**src/timer16_defines.svh**
```systemverilog
// Register offsets, field positions, reset values and timing counts of the timer
`ifndef TIMER16_DEFINES_SVH
`define TIMER16_DEFINES_SVH

// Register indices of the two control registers; byte address is four times the index
`define IDX_MODE_CTRL     16'hffba
`define IDX_CC_CTRL       16'hffbc
// Register byte offsets in the 4 KiB window: low 12 bits of four times the index
`define OFF_MODE_CTRL     12'hee8
`define OFF_CC_CTRL       12'hef0
`define OFF_COUNTER       12'h000
`define OFF_CC_A          12'h004
`define OFF_CC_B          12'h008
`define OFF_AUX_CTRL      12'h00c
`define OFF_STATUS        12'h010

// Mode control fields
`define MC_OVF_BIT        0
`define MC_TOG_SEL_BIT    1
`define MC_RUN_LO_BIT     2
`define MC_RUN_HI_BIT     3

// Capture/compare control fields
`define CC_A_MODE_BIT     0
`define CC_A_TRIG_BIT     1
`define CC_B_MODE_BIT     2

// Auxiliary control fields: prescaler, edge selects, one-shot, output control
`define AX_PRESC_LSB      0
`define AX_EDGE_A_LSB     4
`define AX_EDGE_B_LSB     6
`define AX_OS_ENABLE_BIT  8
`define AX_OS_TRIG_BIT    9
`define AX_OUT_EN_BIT     10
`define AX_INV_A_BIT      11
`define AX_INV_B_BIT      12

// Reset values
`define RST_BYTE          8'h00
`define RST_WORD          16'h0000
`define RST_AUX           13'h0000

// Counter constants
`define CNT_ZERO          16'h0000
`define CNT_ONE           16'h0001
`define CNT_MAX           16'hffff

// Edge select codes
`define EDGE_FALL         2'b00
`define EDGE_RISE         2'b01
`define EDGE_BOTH         2'b11

`endif

```
**src/timer16_pkg.sv**
```systemverilog
// Types shared by the timer design
package timer16_pkg;

    typedef enum logic [1:0] {
        RUN_STOP  = 2'b00,
        RUN_FREE  = 2'b01,
        RUN_CLR_A = 2'b10,
        RUN_CLR_M = 2'b11
    } run_mode_t;

    typedef enum logic [1:0] {
        BUS_IDLE,
        BUS_RESP
    } bus_state_t;

endpackage

```
**src/timer16_capture_compare.sv**
```systemverilog
// 16-bit timer with two capture/compare registers and an AXI4-Lite slave
`timescale 1ns/1ps
`include "timer16_defines.svh"

module timer16_capture_compare (
    input  wire logic        i_clk,
    input  wire logic        i_reset,
    input  wire logic        i_edge_input_a,
    input  wire logic        i_edge_input_b,
    output logic             o_toggle_output,
    output logic             o_match_irq_a,
    output logic             o_match_irq_b,
    input  wire logic [11:0] i_awaddr,
    input  wire logic        i_awvalid,
    output logic             o_awready,
    input  wire logic [31:0] i_wdata,
    input  wire logic [3:0]  i_wstrb,
    input  wire logic        i_wvalid,
    output logic             o_wready,
    output logic [1:0]       o_bresp,
    output logic             o_bvalid,
    input  wire logic        i_bready,
    input  wire logic [11:0] i_araddr,
    input  wire logic        i_arvalid,
    output logic             o_arready,
    output logic [31:0]      o_rdata,
    output logic [1:0]       o_rresp,
    output logic             o_rvalid,
    input  wire logic        i_rready
);

    // Software-visible state, plus the three event output flops
    logic [7:0]               mode_ctrl_ff;
    logic [7:0]               cc_ctrl_ff;
    logic [12:0]              aux_ff;
    logic [15:0]              counter_ff;
    logic [15:0]              cc_a_ff;
    logic [15:0]              cc_b_ff;
    logic                     toggle_ff;
    logic                     irq_a_ff;
    logic                     irq_b_ff;
    // Bus state
    timer16_pkg::bus_state_t  wr_state_ff;
    timer16_pkg::bus_state_t  rd_state_ff;
    logic                     aw_held_ff;
    logic                     w_held_ff;
    logic [11:0]              awaddr_ff;
    logic [31:0]              wdata_ff;
    logic [3:0]               wstrb_ff;
    logic [31:0]              rdata_ff;
    logic [1:0]               bresp_ff;
    logic [1:0]               rresp_ff;
    // Input synchronisers, edge history and count-clock divider
    logic [1:0]               sync_a_ff;
    logic [1:0]               sync_b_ff;
    logic                     prev_a_ff;
    logic                     prev_b_ff;
    logic                     armed_ff;
    logic [7:0]               div_ff;

    timer16_pkg::run_mode_t   run_mode;
    logic                     running;
    logic                     tick;
    logic                     rise_a;
    logic                     fall_a;
    logic                     rise_b;
    logic                     fall_b;
    logic                     valid_a;
    logic                     opposite_a;
    logic                     valid_b;
    logic                     a_capture;
    logic                     b_capture;
    logic                     trig_a;
    logic                     trig_b;
    logic                     match_a;
    logic                     match_b;
    logic                     clear_cnt;
    logic                     wrap;
    logic                     do_write;
    logic                     do_read;
    logic                     rd_counter;
    logic                     wr_mode;
    logic                     wr_cc_ctrl;
    logic                     wr_cc_a;
    logic                     wr_cc_b;
    logic                     wr_aux;
    logic                     os_trig;
    logic [15:0]              nxt_counter;
    logic [31:0]              nxt_rdata;
    logic                     nxt_tick;

    assign run_mode = timer16_pkg::run_mode_t'(mode_ctrl_ff[`MC_RUN_HI_BIT:`MC_RUN_LO_BIT]);
    assign running  = (run_mode != timer16_pkg::RUN_STOP);
    assign a_capture = cc_ctrl_ff[`CC_A_MODE_BIT];
    assign b_capture = cc_ctrl_ff[`CC_B_MODE_BIT];

    // Two-flop synchronisers for the pins
    always_ff @(posedge i_clk or posedge i_reset) begin
        if (i_reset) begin
            sync_a_ff <= 2'b00;
            sync_b_ff <= 2'b00;
        end else begin
            sync_a_ff <= {sync_a_ff[0], i_edge_input_a};
            sync_b_ff <= {sync_b_ff[0], i_edge_input_b};
        end
    end

    // Edge history; arming after stop suppresses a false first rising edge
    always_ff @(posedge i_clk or posedge i_reset) begin
        if (i_reset) begin
            prev_a_ff <= 1'b0;
            prev_b_ff <= 1'b0;
            armed_ff  <= 1'b0;
        end else begin
            prev_a_ff <= sync_a_ff[1];
            prev_b_ff <= sync_b_ff[1];
            armed_ff  <= running;
        end
    end

    assign rise_a = armed_ff & running & sync_a_ff[1] & ~prev_a_ff;
    assign fall_a = armed_ff & running & ~sync_a_ff[1] & prev_a_ff;
    assign rise_b = armed_ff & running & sync_b_ff[1] & ~prev_b_ff;
    assign fall_b = armed_ff & running & ~sync_b_ff[1] & prev_b_ff;

    // Edge select decode; prohibited code 10 detects nothing, except rising A edges for opposite-phase A capture
    function automatic logic edge_pick(input logic [1:0] sel, input logic r, input logic f);
        logic hit;
        hit = 1'b0;
        case (sel)
            `EDGE_FALL: hit = f;
            `EDGE_RISE: hit = r;
            `EDGE_BOTH: hit = r | f;
            default:    hit = 1'b0;
        endcase
        return hit;
    endfunction

    assign valid_a = edge_pick(aux_ff[`AX_EDGE_A_LSB +: 2], rise_a, fall_a);
    assign valid_b = edge_pick(aux_ff[`AX_EDGE_B_LSB +: 2], rise_b, fall_b);
    assign opposite_a = edge_pick(~aux_ff[`AX_EDGE_A_LSB +: 2] & 2'b01, rise_a, fall_a)
                        & (aux_ff[`AX_EDGE_A_LSB +: 2] != `EDGE_BOTH);

    // Capture triggers only count for a register in capture mode
    assign trig_a = a_capture & (cc_ctrl_ff[`CC_A_TRIG_BIT] ? opposite_a : valid_b);
    assign trig_b = b_capture & valid_a;

    // Count-clock divider: prescaler codes 0 to 3 pick 1, 2, 4 or 16 system clocks, higher codes 256
    always_ff @(posedge i_clk or posedge i_reset) begin
        if (i_reset) begin
            div_ff <= 8'h00;
        end else if (!running) begin
            div_ff <= 8'h00;
        end else begin
            div_ff <= div_ff + 8'h01;
        end
    end

    // Tick mask for a power-of-two prescale; a counter read stalls the tick
    always_comb begin
        nxt_tick = 1'b1;
        case (aux_ff[`AX_PRESC_LSB +: 3])
            3'd0:    nxt_tick = 1'b1;
            3'd1:    nxt_tick = (div_ff[0] == 1'b1);
            3'd2:    nxt_tick = (div_ff[1:0] == 2'b11);
            3'd3:    nxt_tick = (div_ff[3:0] == 4'hf);
            default: nxt_tick = (div_ff == 8'hff);
        endcase
    end
    assign tick = running & nxt_tick & ~rd_counter;

    assign wrap    = tick & (counter_ff == `CNT_MAX);
    // Match pulses when the counter steps onto the compare value; a zero compare
    // value matches on the step from 0000H to 0001H, never on a start or a clear
    assign match_a = tick & ~a_capture
                   & ((cc_a_ff == `CNT_ZERO) ? (counter_ff == `CNT_ZERO)
                                             : (counter_ff + `CNT_ONE == cc_a_ff));
    assign match_b = tick & ~b_capture
                   & ((cc_b_ff == `CNT_ZERO) ? (counter_ff == `CNT_ZERO)
                                             : (counter_ff + `CNT_ONE == cc_b_ff));
    assign os_trig = wr_aux & wdata_ff[`AX_OS_TRIG_BIT] & aux_ff[`AX_OS_ENABLE_BIT];
    // Match-clear holds the compare value for one count period, then clears
    assign clear_cnt = (run_mode == timer16_pkg::RUN_CLR_A && valid_a)
                     | (run_mode == timer16_pkg::RUN_CLR_M && tick && counter_ff == cc_a_ff)
                     | os_trig
                     | (aux_ff[`AX_OS_ENABLE_BIT] & valid_a);

    // Counter next value
    always_comb begin
        nxt_counter = counter_ff;
        if (!running || clear_cnt) begin
            nxt_counter = `CNT_ZERO;
        end else if (tick) begin
            nxt_counter = counter_ff + `CNT_ONE;
        end
    end

    always_ff @(posedge i_clk or posedge i_reset) begin
        if (i_reset) begin
            counter_ff <= `RST_WORD;
        end else begin
            counter_ff <= nxt_counter;
        end
    end

    // Register bus decode
    assign do_write   = (wr_state_ff == timer16_pkg::BUS_IDLE) & aw_held_ff & w_held_ff;
    assign do_read    = (rd_state_ff == timer16_pkg::BUS_IDLE) & i_arvalid;
    assign rd_counter = do_read & (i_araddr == `OFF_COUNTER);
    assign wr_mode    = do_write & (awaddr_ff == `OFF_MODE_CTRL) & wstrb_ff[0];
    assign wr_cc_ctrl = do_write & (awaddr_ff == `OFF_CC_CTRL) & wstrb_ff[0];
    assign wr_cc_a    = do_write & (awaddr_ff == `OFF_CC_A);
    assign wr_cc_b    = do_write & (awaddr_ff == `OFF_CC_B);
    assign wr_aux     = do_write & (awaddr_ff == `OFF_AUX_CTRL);

    // Mode control; overflow set wins over a clear in the same cycle
    always_ff @(posedge i_clk or posedge i_reset) begin
        if (i_reset) begin
            mode_ctrl_ff <= `RST_BYTE;
        end else begin
            if (wr_mode) begin
                mode_ctrl_ff <= {4'h0, wdata_ff[3:0]};
                if (wdata_ff[`MC_RUN_HI_BIT:`MC_RUN_LO_BIT] == 2'b00) begin
                    mode_ctrl_ff[`MC_OVF_BIT] <= 1'b0;
                end
            end
            if (wrap) begin
                mode_ctrl_ff[`MC_OVF_BIT] <= 1'b1;
            end
        end
    end

    // Capture/compare control and auxiliary control
    always_ff @(posedge i_clk or posedge i_reset) begin
        if (i_reset) begin
            cc_ctrl_ff <= `RST_BYTE;
            aux_ff     <= `RST_AUX;
        end else begin
            if (wr_cc_ctrl) begin
                cc_ctrl_ff <= {5'h00, wdata_ff[2:0]};
            end
            if (wr_aux) begin
                aux_ff <= wdata_ff[12:0] & ~(13'h1 << `AX_OS_TRIG_BIT);
            end
        end
    end

    // Capture/compare registers: software write or hardware capture
    always_ff @(posedge i_clk or posedge i_reset) begin
        if (i_reset) begin
            cc_a_ff <= `RST_WORD;
            cc_b_ff <= `RST_WORD;
        end else begin
            if (trig_a) begin
                cc_a_ff <= counter_ff;
            end else if (wr_cc_a) begin
                cc_a_ff <= wdata_ff[15:0];
            end
            if (trig_b) begin
                cc_b_ff <= counter_ff;
            end else if (wr_cc_b) begin
                cc_b_ff <= wdata_ff[15:0];
            end
        end
    end

    // Interrupt pulses; opposite-phase capture uses the B edge as a plain event
    always_ff @(posedge i_clk or posedge i_reset) begin
        if (i_reset) begin
            irq_a_ff <= 1'b0;
            irq_b_ff <= 1'b0;
        end else begin
            if (a_capture && cc_ctrl_ff[`CC_A_TRIG_BIT]) begin
                irq_a_ff <= valid_b;
            end else begin
                irq_a_ff <= match_a | trig_a;
            end
            irq_b_ff <= match_b | trig_b;
        end
    end

    // Timer output toggle with enable and per-match inversion enables
    always_ff @(posedge i_clk or posedge i_reset) begin
        if (i_reset) begin
            toggle_ff <= 1'b0;
        end else if (!aux_ff[`AX_OUT_EN_BIT]) begin
            toggle_ff <= 1'b0;
        end else if ((match_a & aux_ff[`AX_INV_A_BIT]) | (match_b & aux_ff[`AX_INV_B_BIT])
                     | (mode_ctrl_ff[`MC_TOG_SEL_BIT] & valid_a)) begin
            toggle_ff <= ~toggle_ff;
        end
    end

    assign o_toggle_output = toggle_ff;
    assign o_match_irq_a   = irq_a_ff;
    assign o_match_irq_b   = irq_b_ff;

    // Write channel: hold address and data in either order
    always_ff @(posedge i_clk or posedge i_reset) begin
        if (i_reset) begin
            aw_held_ff  <= 1'b0;
            w_held_ff   <= 1'b0;
            awaddr_ff   <= 12'h000;
            wdata_ff    <= 32'h0000_0000;
            wstrb_ff    <= 4'h0;
            wr_state_ff <= timer16_pkg::BUS_IDLE;
            bresp_ff    <= 2'b00;
        end else begin
            unique case (wr_state_ff)
                timer16_pkg::BUS_IDLE: begin
                    if (i_awvalid && !aw_held_ff) begin
                        aw_held_ff <= 1'b1;
                        awaddr_ff  <= i_awaddr;
                    end
                    if (i_wvalid && !w_held_ff) begin
                        w_held_ff <= 1'b1;
                        wdata_ff  <= i_wdata;
                        wstrb_ff  <= i_wstrb;
                    end
                    if (do_write) begin
                        wr_state_ff <= timer16_pkg::BUS_RESP;
                        bresp_ff    <= (wr_mode | wr_cc_ctrl | wr_cc_a | wr_cc_b | wr_aux
                                       | awaddr_ff == `OFF_COUNTER
                                       | awaddr_ff == `OFF_STATUS) ? 2'b00 : 2'b10;
                    end
                end
                timer16_pkg::BUS_RESP: begin
                    if (i_bready) begin
                        wr_state_ff <= timer16_pkg::BUS_IDLE;
                        aw_held_ff  <= 1'b0;
                        w_held_ff   <= 1'b0;
                    end
                end
            endcase
        end
    end

    assign o_awready = (wr_state_ff == timer16_pkg::BUS_IDLE) & ~aw_held_ff;
    assign o_wready  = (wr_state_ff == timer16_pkg::BUS_IDLE) & ~w_held_ff;
    assign o_bvalid  = (wr_state_ff == timer16_pkg::BUS_RESP);
    assign o_bresp   = bresp_ff;

    // Read data mux
    always_comb begin
        nxt_rdata = 32'h0000_0000;
        case (i_araddr)
            `OFF_MODE_CTRL: nxt_rdata = {24'h0, mode_ctrl_ff};
            `OFF_CC_CTRL:   nxt_rdata = {24'h0, cc_ctrl_ff};
            `OFF_COUNTER:   nxt_rdata = {16'h0, running ? counter_ff : `CNT_ZERO};
            `OFF_CC_A:      nxt_rdata = {16'h0, cc_a_ff};
            `OFF_CC_B:      nxt_rdata = {16'h0, cc_b_ff};
            `OFF_AUX_CTRL:  nxt_rdata = {19'h0, aux_ff};
            `OFF_STATUS:    nxt_rdata = {29'h0, toggle_ff, sync_b_ff[1], sync_a_ff[1]};
            default:        nxt_rdata = 32'h0000_0000;
        endcase
    end

    // Read channel
    always_ff @(posedge i_clk or posedge i_reset) begin
        if (i_reset) begin
            rd_state_ff <= timer16_pkg::BUS_IDLE;
            rdata_ff    <= 32'h0000_0000;
            rresp_ff    <= 2'b00;
        end else begin
            unique case (rd_state_ff)
                timer16_pkg::BUS_IDLE: begin
                    if (do_read) begin
                        rd_state_ff <= timer16_pkg::BUS_RESP;
                        rdata_ff    <= nxt_rdata;
                        rresp_ff    <= (i_araddr == `OFF_MODE_CTRL || i_araddr == `OFF_CC_CTRL
                                       || i_araddr == `OFF_COUNTER || i_araddr == `OFF_CC_A
                                       || i_araddr == `OFF_CC_B || i_araddr == `OFF_AUX_CTRL
                                       || i_araddr == `OFF_STATUS) ? 2'b00 : 2'b10;
                    end
                end
                timer16_pkg::BUS_RESP: begin
                    if (i_rready) begin
                        rd_state_ff <= timer16_pkg::BUS_IDLE;
                    end
                end
            endcase
        end
    end

    assign o_arready = (rd_state_ff == timer16_pkg::BUS_IDLE);
    assign o_rvalid  = (rd_state_ff == timer16_pkg::BUS_RESP);
    assign o_rdata   = rdata_ff;
    assign o_rresp   = rresp_ff;

endmodule // timer16_capture_compare

```
**config.mk**
```make
export PLATFORM = sky130hd
export DESIGN_NAME = timer16_capture_compare
export DESIGN_NICKNAME = d
export VERILOG_FILES = /design/src/timer16_pkg.sv /design/src/timer16_capture_compare.sv
export VERILOG_INCLUDE_DIRS = /design/src
export SDC_FILE = /design/constraint.sdc
export NUM_CORES = 1
export LEC_CHECK = 0
export BUFFER_PORTS_ARGS = -buffer_cell sky130_fd_sc_hd__buf_2
export CAP_MARGIN = 20
export CORE_UTILIZATION = 50
export CTS_CLUSTER_SIZE = 25
export DETAILED_ROUTE_END_ITERATION = 6
export GPL_TIMING_DRIVEN = 1
export PLACE_DENSITY = 0.72
export SLEW_MARGIN = 20
export SYNTH_ARGS = -nofsm -noshare
export SYNTH_HDL_FRONTEND = slang
export SYNTH_SLANG_ARGS = --single-unit
```
**constraint.sdc**
```tcl
create_clock -name i_clk -period 6.9 [get_ports i_clk]
set_input_delay 2.07 -clock i_clk [delete_from_list [all_inputs] [get_ports i_clk]]
set_output_delay 2.07 -clock i_clk [all_outputs]
set_load 0.1 [all_outputs]
```
Yosys cells after proc, flatten, opt, wreduce, memory -nomap -nowiden
Index checks and enable logic that the tools add are counted.
{ "word_totals": {"ff_bits": 156, "out_inout_bits": 44} }
{ "op_classes": {"add_sub_neg": 2, "n_reduce_logical": 41, "muxes": 35, "bitwise": 64, "eq_ne": 38} }
{ "ops": {"columns": ["op", "count"], "rows": [
  ["16-bit 2-to-1 mux", 7],
  ["16-bit one-hot mux with 7 select lines", 1],
  ["12-bit equality test (second input constant)", 4],
  ["12-bit by 4-bit equality test with 1-bit output (second input constant)", 4],
  ["16-bit equality test", 3],
  ["16-bit logical NOT", 3],
  ["1-bit bitwise AND", 38],
  ["12-bit by 3-bit equality test with 1-bit output (second input constant)", 2],
  ["12-bit by 5-bit equality test with 1-bit output (second input constant)", 2],
  ["12-bit logical NOT", 2],
  ["16-bit by 1-bit adder with 16-bit output (second input constant)", 1],
  ["16-bit equality test (second input constant)", 1],
  ["2-bit AND reduction", 8],
  ["1-bit OR", 15],
  ["2-bit logical NOT", 6],
  ["1-bit 2-to-1 mux", 12],
  ["2-bit 2-to-1 mux", 6],
  ["1-bit NOT", 11],
  ["2-bit equality test (second input constant)", 5],
  ["2-bit nonzero test", 5],
  ["8-bit by 1-bit adder with 8-bit output (second input constant)", 1],
  ["2-bit by 1-bit equality test with 1-bit output (second input constant)", 4],
  ["8-bit equality test (second input constant)", 1],
  ["8-bit 2-to-1 mux", 1],
  ["other kinds (13)", 37]
]} }

Logic depth before layout (Yosys ltp)
{ "depth": {"ltp_word": 12, "depth_mapped": 11, "depth_no_buf": 10} }

Least setup slack after synthesis
Ideal clock, no wire load.
{ "synth_path": {"path_kind": "reg-to-output", "from": "reg wr_state_ff[0]", "to": "out o_awready", "arrival_time_ps": 2216, "path_stages_with_launch": 2, "path_slack_ps": 2614, "path_cell_list": "dfrtp_1 nor2_1"} }
{ "synth_between": {"elab_chain_len": 2} }
{ "synth_lines": {"columns": ["element", "line", "source"], "rows": [
  ["start: declaration", "timer16_capture_compare.sv:43", "timer16_pkg::bus_state_t wr_state_ff;"],
  ["start signal: assignment", "timer16_capture_compare.sv:306", "wr_state_ff <= timer16_pkg::BUS_IDLE;"],
  ["start signal: assignment", "timer16_capture_compare.sv:321", "wr_state_ff <= timer16_pkg::BUS_RESP;"],
  ["start signal: assignment", "timer16_capture_compare.sv:329", "wr_state_ff <= timer16_pkg::BUS_IDLE;"],
  ["2-bit logical NOT", "timer16_capture_compare.sv:338", "assign o_awready = (wr_state_ff == timer16_pkg::BUS_IDLE) & ~aw_held_ff;"],
  ["1-bit bitwise AND", "timer16_capture_compare.sv:338", null],
  ["end: declaration", "timer16_capture_compare.sv:15", "output logic o_awready,"]
]} }
Every way passes these cells.

Final worst setup path
{ "layout_path": {"from": "in i_araddr[8]", "to": "reg rdata_ff[0], in the netlist o_rdata[0]"} }
{ "layout_between": {"elab_chain_len": 2, "word_cells_on_any_way": 8, "cone_classes": "6 x eq/ne; 1 x mux; 1 x reduce/logical"} }
{ "layout_lines": {"columns": ["element", "line", "source"], "rows": [
  ["start: declaration", "timer16_capture_compare.sv:23", "input wire logic [11:0] i_araddr,"],
  ["12-bit by 5-bit equality test with 1-bit output (tied with other cells)", "timer16_capture_compare.sv:346", "case (i_araddr)"],
  ["16-bit one-hot mux with 7 select lines (*)", "timer16_capture_compare.sv:346", null],
  ["end signal: assignment", "timer16_capture_compare.sv:369", "rdata_ff <= nxt_rdata;"],
  ["end: declaration", "timer16_capture_compare.sv:50", "logic [31:0] rdata_ff;"]
]} }
Mark *: on every way between the ends. The rest lies on a longest branch, timed or not.
A chain may end at the register's enable or synchronous reset.

==> out/metrics.yaml <==
cells_and_area:
  stdcell_count: 1023
  mostFrequentLayoutCells: "136 x dfrtp_1, 92 x nand2_1, 75 x buf_2, 60 x nor2_1, 39 x o21ai_0"
  fillers: 1292
  multi_input_area_um2: 3742
  postLayoutCoreUtil: 0.5782
  layout.nets: 898
  num_antenna_cells: 0
  seq_area_um2: 3403
  final_common_cell: "dfrtp_1"
  drive_above_1_share: 0.1931
  area_growth_pct: 12.24
timing:
  fin_hold_ws_ns: 0.3480
  timing.setup.tns_ns: 0
  skew_ns: 0.01465
  slew_headroom: 0.3627
  min_period_ns: 3.849
  final_max_slew_viol_count: 0
  rsz0062_at_grt: "false"
  fin_crit_sh: 0.5579
  tightest_slew_ns: 0.9559
  hold_violations: 0
  setup_viol: 0
  fmax_mhz: 259.8
worst_hold_path:
  hold_depth: 0
  min_path_type: "register to register"
power_and_ir_drop:
  p_sw_mw: 0.8101
  power_mw: 2.408
  power_density_nw_per_um2: 285.4
  clkPwrFrac: 0.356
  sequentialPowerShare: 0.446
  power_leakage_nw: 3.784
  p_comb_frac: 0.198
  intPower_mw: 1.598
  power_switching_share: 0.3364
  peakVddDrop_mv: 0.3375
die:
  die_x_um: 124.6
  initial_core_util: 0.5152
  dieArea_um2: 15530
  pin_count: 113
  dieHeight_um: 124.6
  coreArea_um2: 14590
  row_count: 44
critical_path:
  crit_slowest_cell: "and3_1"
  cp.required_ns: 7.26
  max_stage_delay_ns: 0.69
  crit_family: "simple AND/OR/NAND/NOR gates"
  cpMostUsedCell: "and3_1"
  rr_worst_depth: 8
  cp-endpoint: "o_rdata[0]"
  crit_fanout: 16
  start_kind: "input port"
  critPathKind: "input port to register"
  cp.arrival_ns: 4.21
  path_buf_inv: 1
  r2r-start: "counter_ff[0]"
  timing.rr.end: "o_match_irq_a"
  r2r_slack_ns: 3.61
  cp_num_cells: 7
  crit_start: "i_araddr[8]"
  end_kind: "register"
  crit_path_cell_trace: "buf_2, nor4_1, and3_1, and3_1, a222oi_1, a31oi_1, a21o_1"
run_status:
  status: "finished with violations"
  violations: "design-rule violations"
synth:
  ys_ff_latch: 136
  synth_xor_area_frac: 0.07108
  synth-async-reset-ratio: 1.000
  ys_seq_area_frac: 0.4528
  synth_top_family_by_area: "simple AND/OR/NAND/NOR gates"
  synth_largest_area_cell: "dfrtp_1"
  synth_simple_gate_area_frac: 0.1813
  synth-compound-area-share: 0.1312
  synth.cell_area_um2: 7516
  synth.area.top_cells: "dfrtp_1 45%, mux2_2 5.4%, nand2_1 4.6%"
  netlist.area_leader.share: 0.4528
  synth.area.mux_share: 0.09922
  netlist_instances: 780
  synth-main-ff-cell: "dfrtp_1"
  synth-edff-count: 0
  synth-adder-area-share: 0.004994
  synth.avg_cell_area_um2: 9.636
  ys.warnings.count: 0
  synth_cell_types: 65
clock_network:
  cts_root_buf: "clkbuf_16"
  clk_pin_slew_ns: 0.05
  postCtsSetupRepairBufs: 0
  cts_max_path_buffers: 2
  cts_resized: 0
  htreeDepth: 4
  numClockSinks: 136
  insertion_delay_ns: 0.43
  postCtsHoldBufs: 0
  numCtsBuffers: 17
  cts_tree: "done"
placement:
  place.gp.congestion: 0.9240
  numPortBuffers: 75
  placed_cells: 991
  dpl.hpwl_mm: 13.53
route:
  drtAntennaViolNets: 0
  drc_errors: 9
  top_layer_used: "met4"
  wl_met2_mm: 8.798
  wl_met1_mm: 8.716
  firstDrtPassIters: 7
  wl_per_cell_um: 19.32
  drt-total-wl_mm: 19.77
  dr_wl_met3_mm: 1.696
  drt_iter0_markers: 606
  vias_per_cell: 6.084
  num_vias: 6224
global_route:
  grt_pass1_wl_mm: 31.98
  grt_pass1_vias: 5861
  grt-ovfl-total: 0
  grt_antenna_before_repair: 0
  grt_usage: 0.2644
  grt_max_degree: 86
flow_run:
  drv_cap: 0
## per-stage QoR
stage               cell area, um2  setup WS (ns)
global placement              7878          2.718
floorplan                     7580          1.191
CTS                           8433          3.139
detailed placement            7878          2.696
finish                        8436          3.051
global route                  8436          2.803
## per-layer routing
metal  vias to the layer above  global-route usage
met2                       313              0.3848
met4                         0              0.1212
met1                      3015              0.3769
met5                         -                   0
li1                       2849                   -
met3                        47             0.05584
## registers in the layout, summed over array words and instances, names as in the netlist, 2 cells and up
register,flops
wdata_ff,16
sync_a_ff,2
cc_ctrl_ff,3
div_ff,8
counter_ff,16
sync_b_ff,2
cc_b_ff,16
o_rdata,16
mode_ctrl_ff,4
awaddr_ff,12
cc_a_ff,16
aux_ff,12
## how the worst min path moves through the flow
stage,start,endpoint
after floorplan,sync_a_ff[0],sync_a_ff[1]
after global routing,sync_b_ff[0],sync_b_ff[1]
after global placement,sync_a_ff[0],sync_a_ff[1]
final,sync_b_ff[0],sync_b_ff[1]
after CTS,sync_b_ff[0],sync_b_ff[1]
after detailed placement,sync_b_ff[0],sync_b_ff[1]
## power by group through the flow
stage | combinational [mW] | sequential (mW) | clock (mW)
floorplan | 0.351 | 1.08 | 0
global placement | 0.466 | 1.08 | 0
detailed placement | 0.475 | 1.09 | 0
CTS | 0.478 | 1.07 | 0.869
global route | 0.513 | 1.09 | 0.904
finish | 0.476 | 1.07 | 0.858
## cells in the mapped netlist (9+ instances only)
cell type,count
a21oi_1,34
a222oi_1,11
and3_1,10
buf_2,9
buf_4,23
clkbuf_1,38
dfrtp_1,136
inv_1,20
mux2_2,36
mux2i_1,34
nand2_1,92
nand3_1,12
nand4_1,15
nor2_1,60
nor4_1,22
o21ai_0,39
xnor2_1,35
xor2_1,26
## logic make-up (layout without fill, tap and decap cells)
logic type | after synthesis | in the layout
simple gates | 268 | 268
other cells | 1 | 18
xor+xnor | 61 | 61
fa+ha+maj | 3 | 3
mux | 70 | 70
flops | 136 | 136
buf+inv | 92 | 134
compound gates | 149 | 149
## cell type report
cell class | count | share of cell area
multi-input cells | 569 | 0.4436
flip-flops and latches | 136 | 0.4034
clock buffers | 19 | 0.05132
repair buffers | 81 | 0.04984
well taps | 184 | 0.02729
clock inverters | 13 | 0.01454
inverters | 21 | 0.009938
Note: power is estimated with default switching activity, not from simulation.
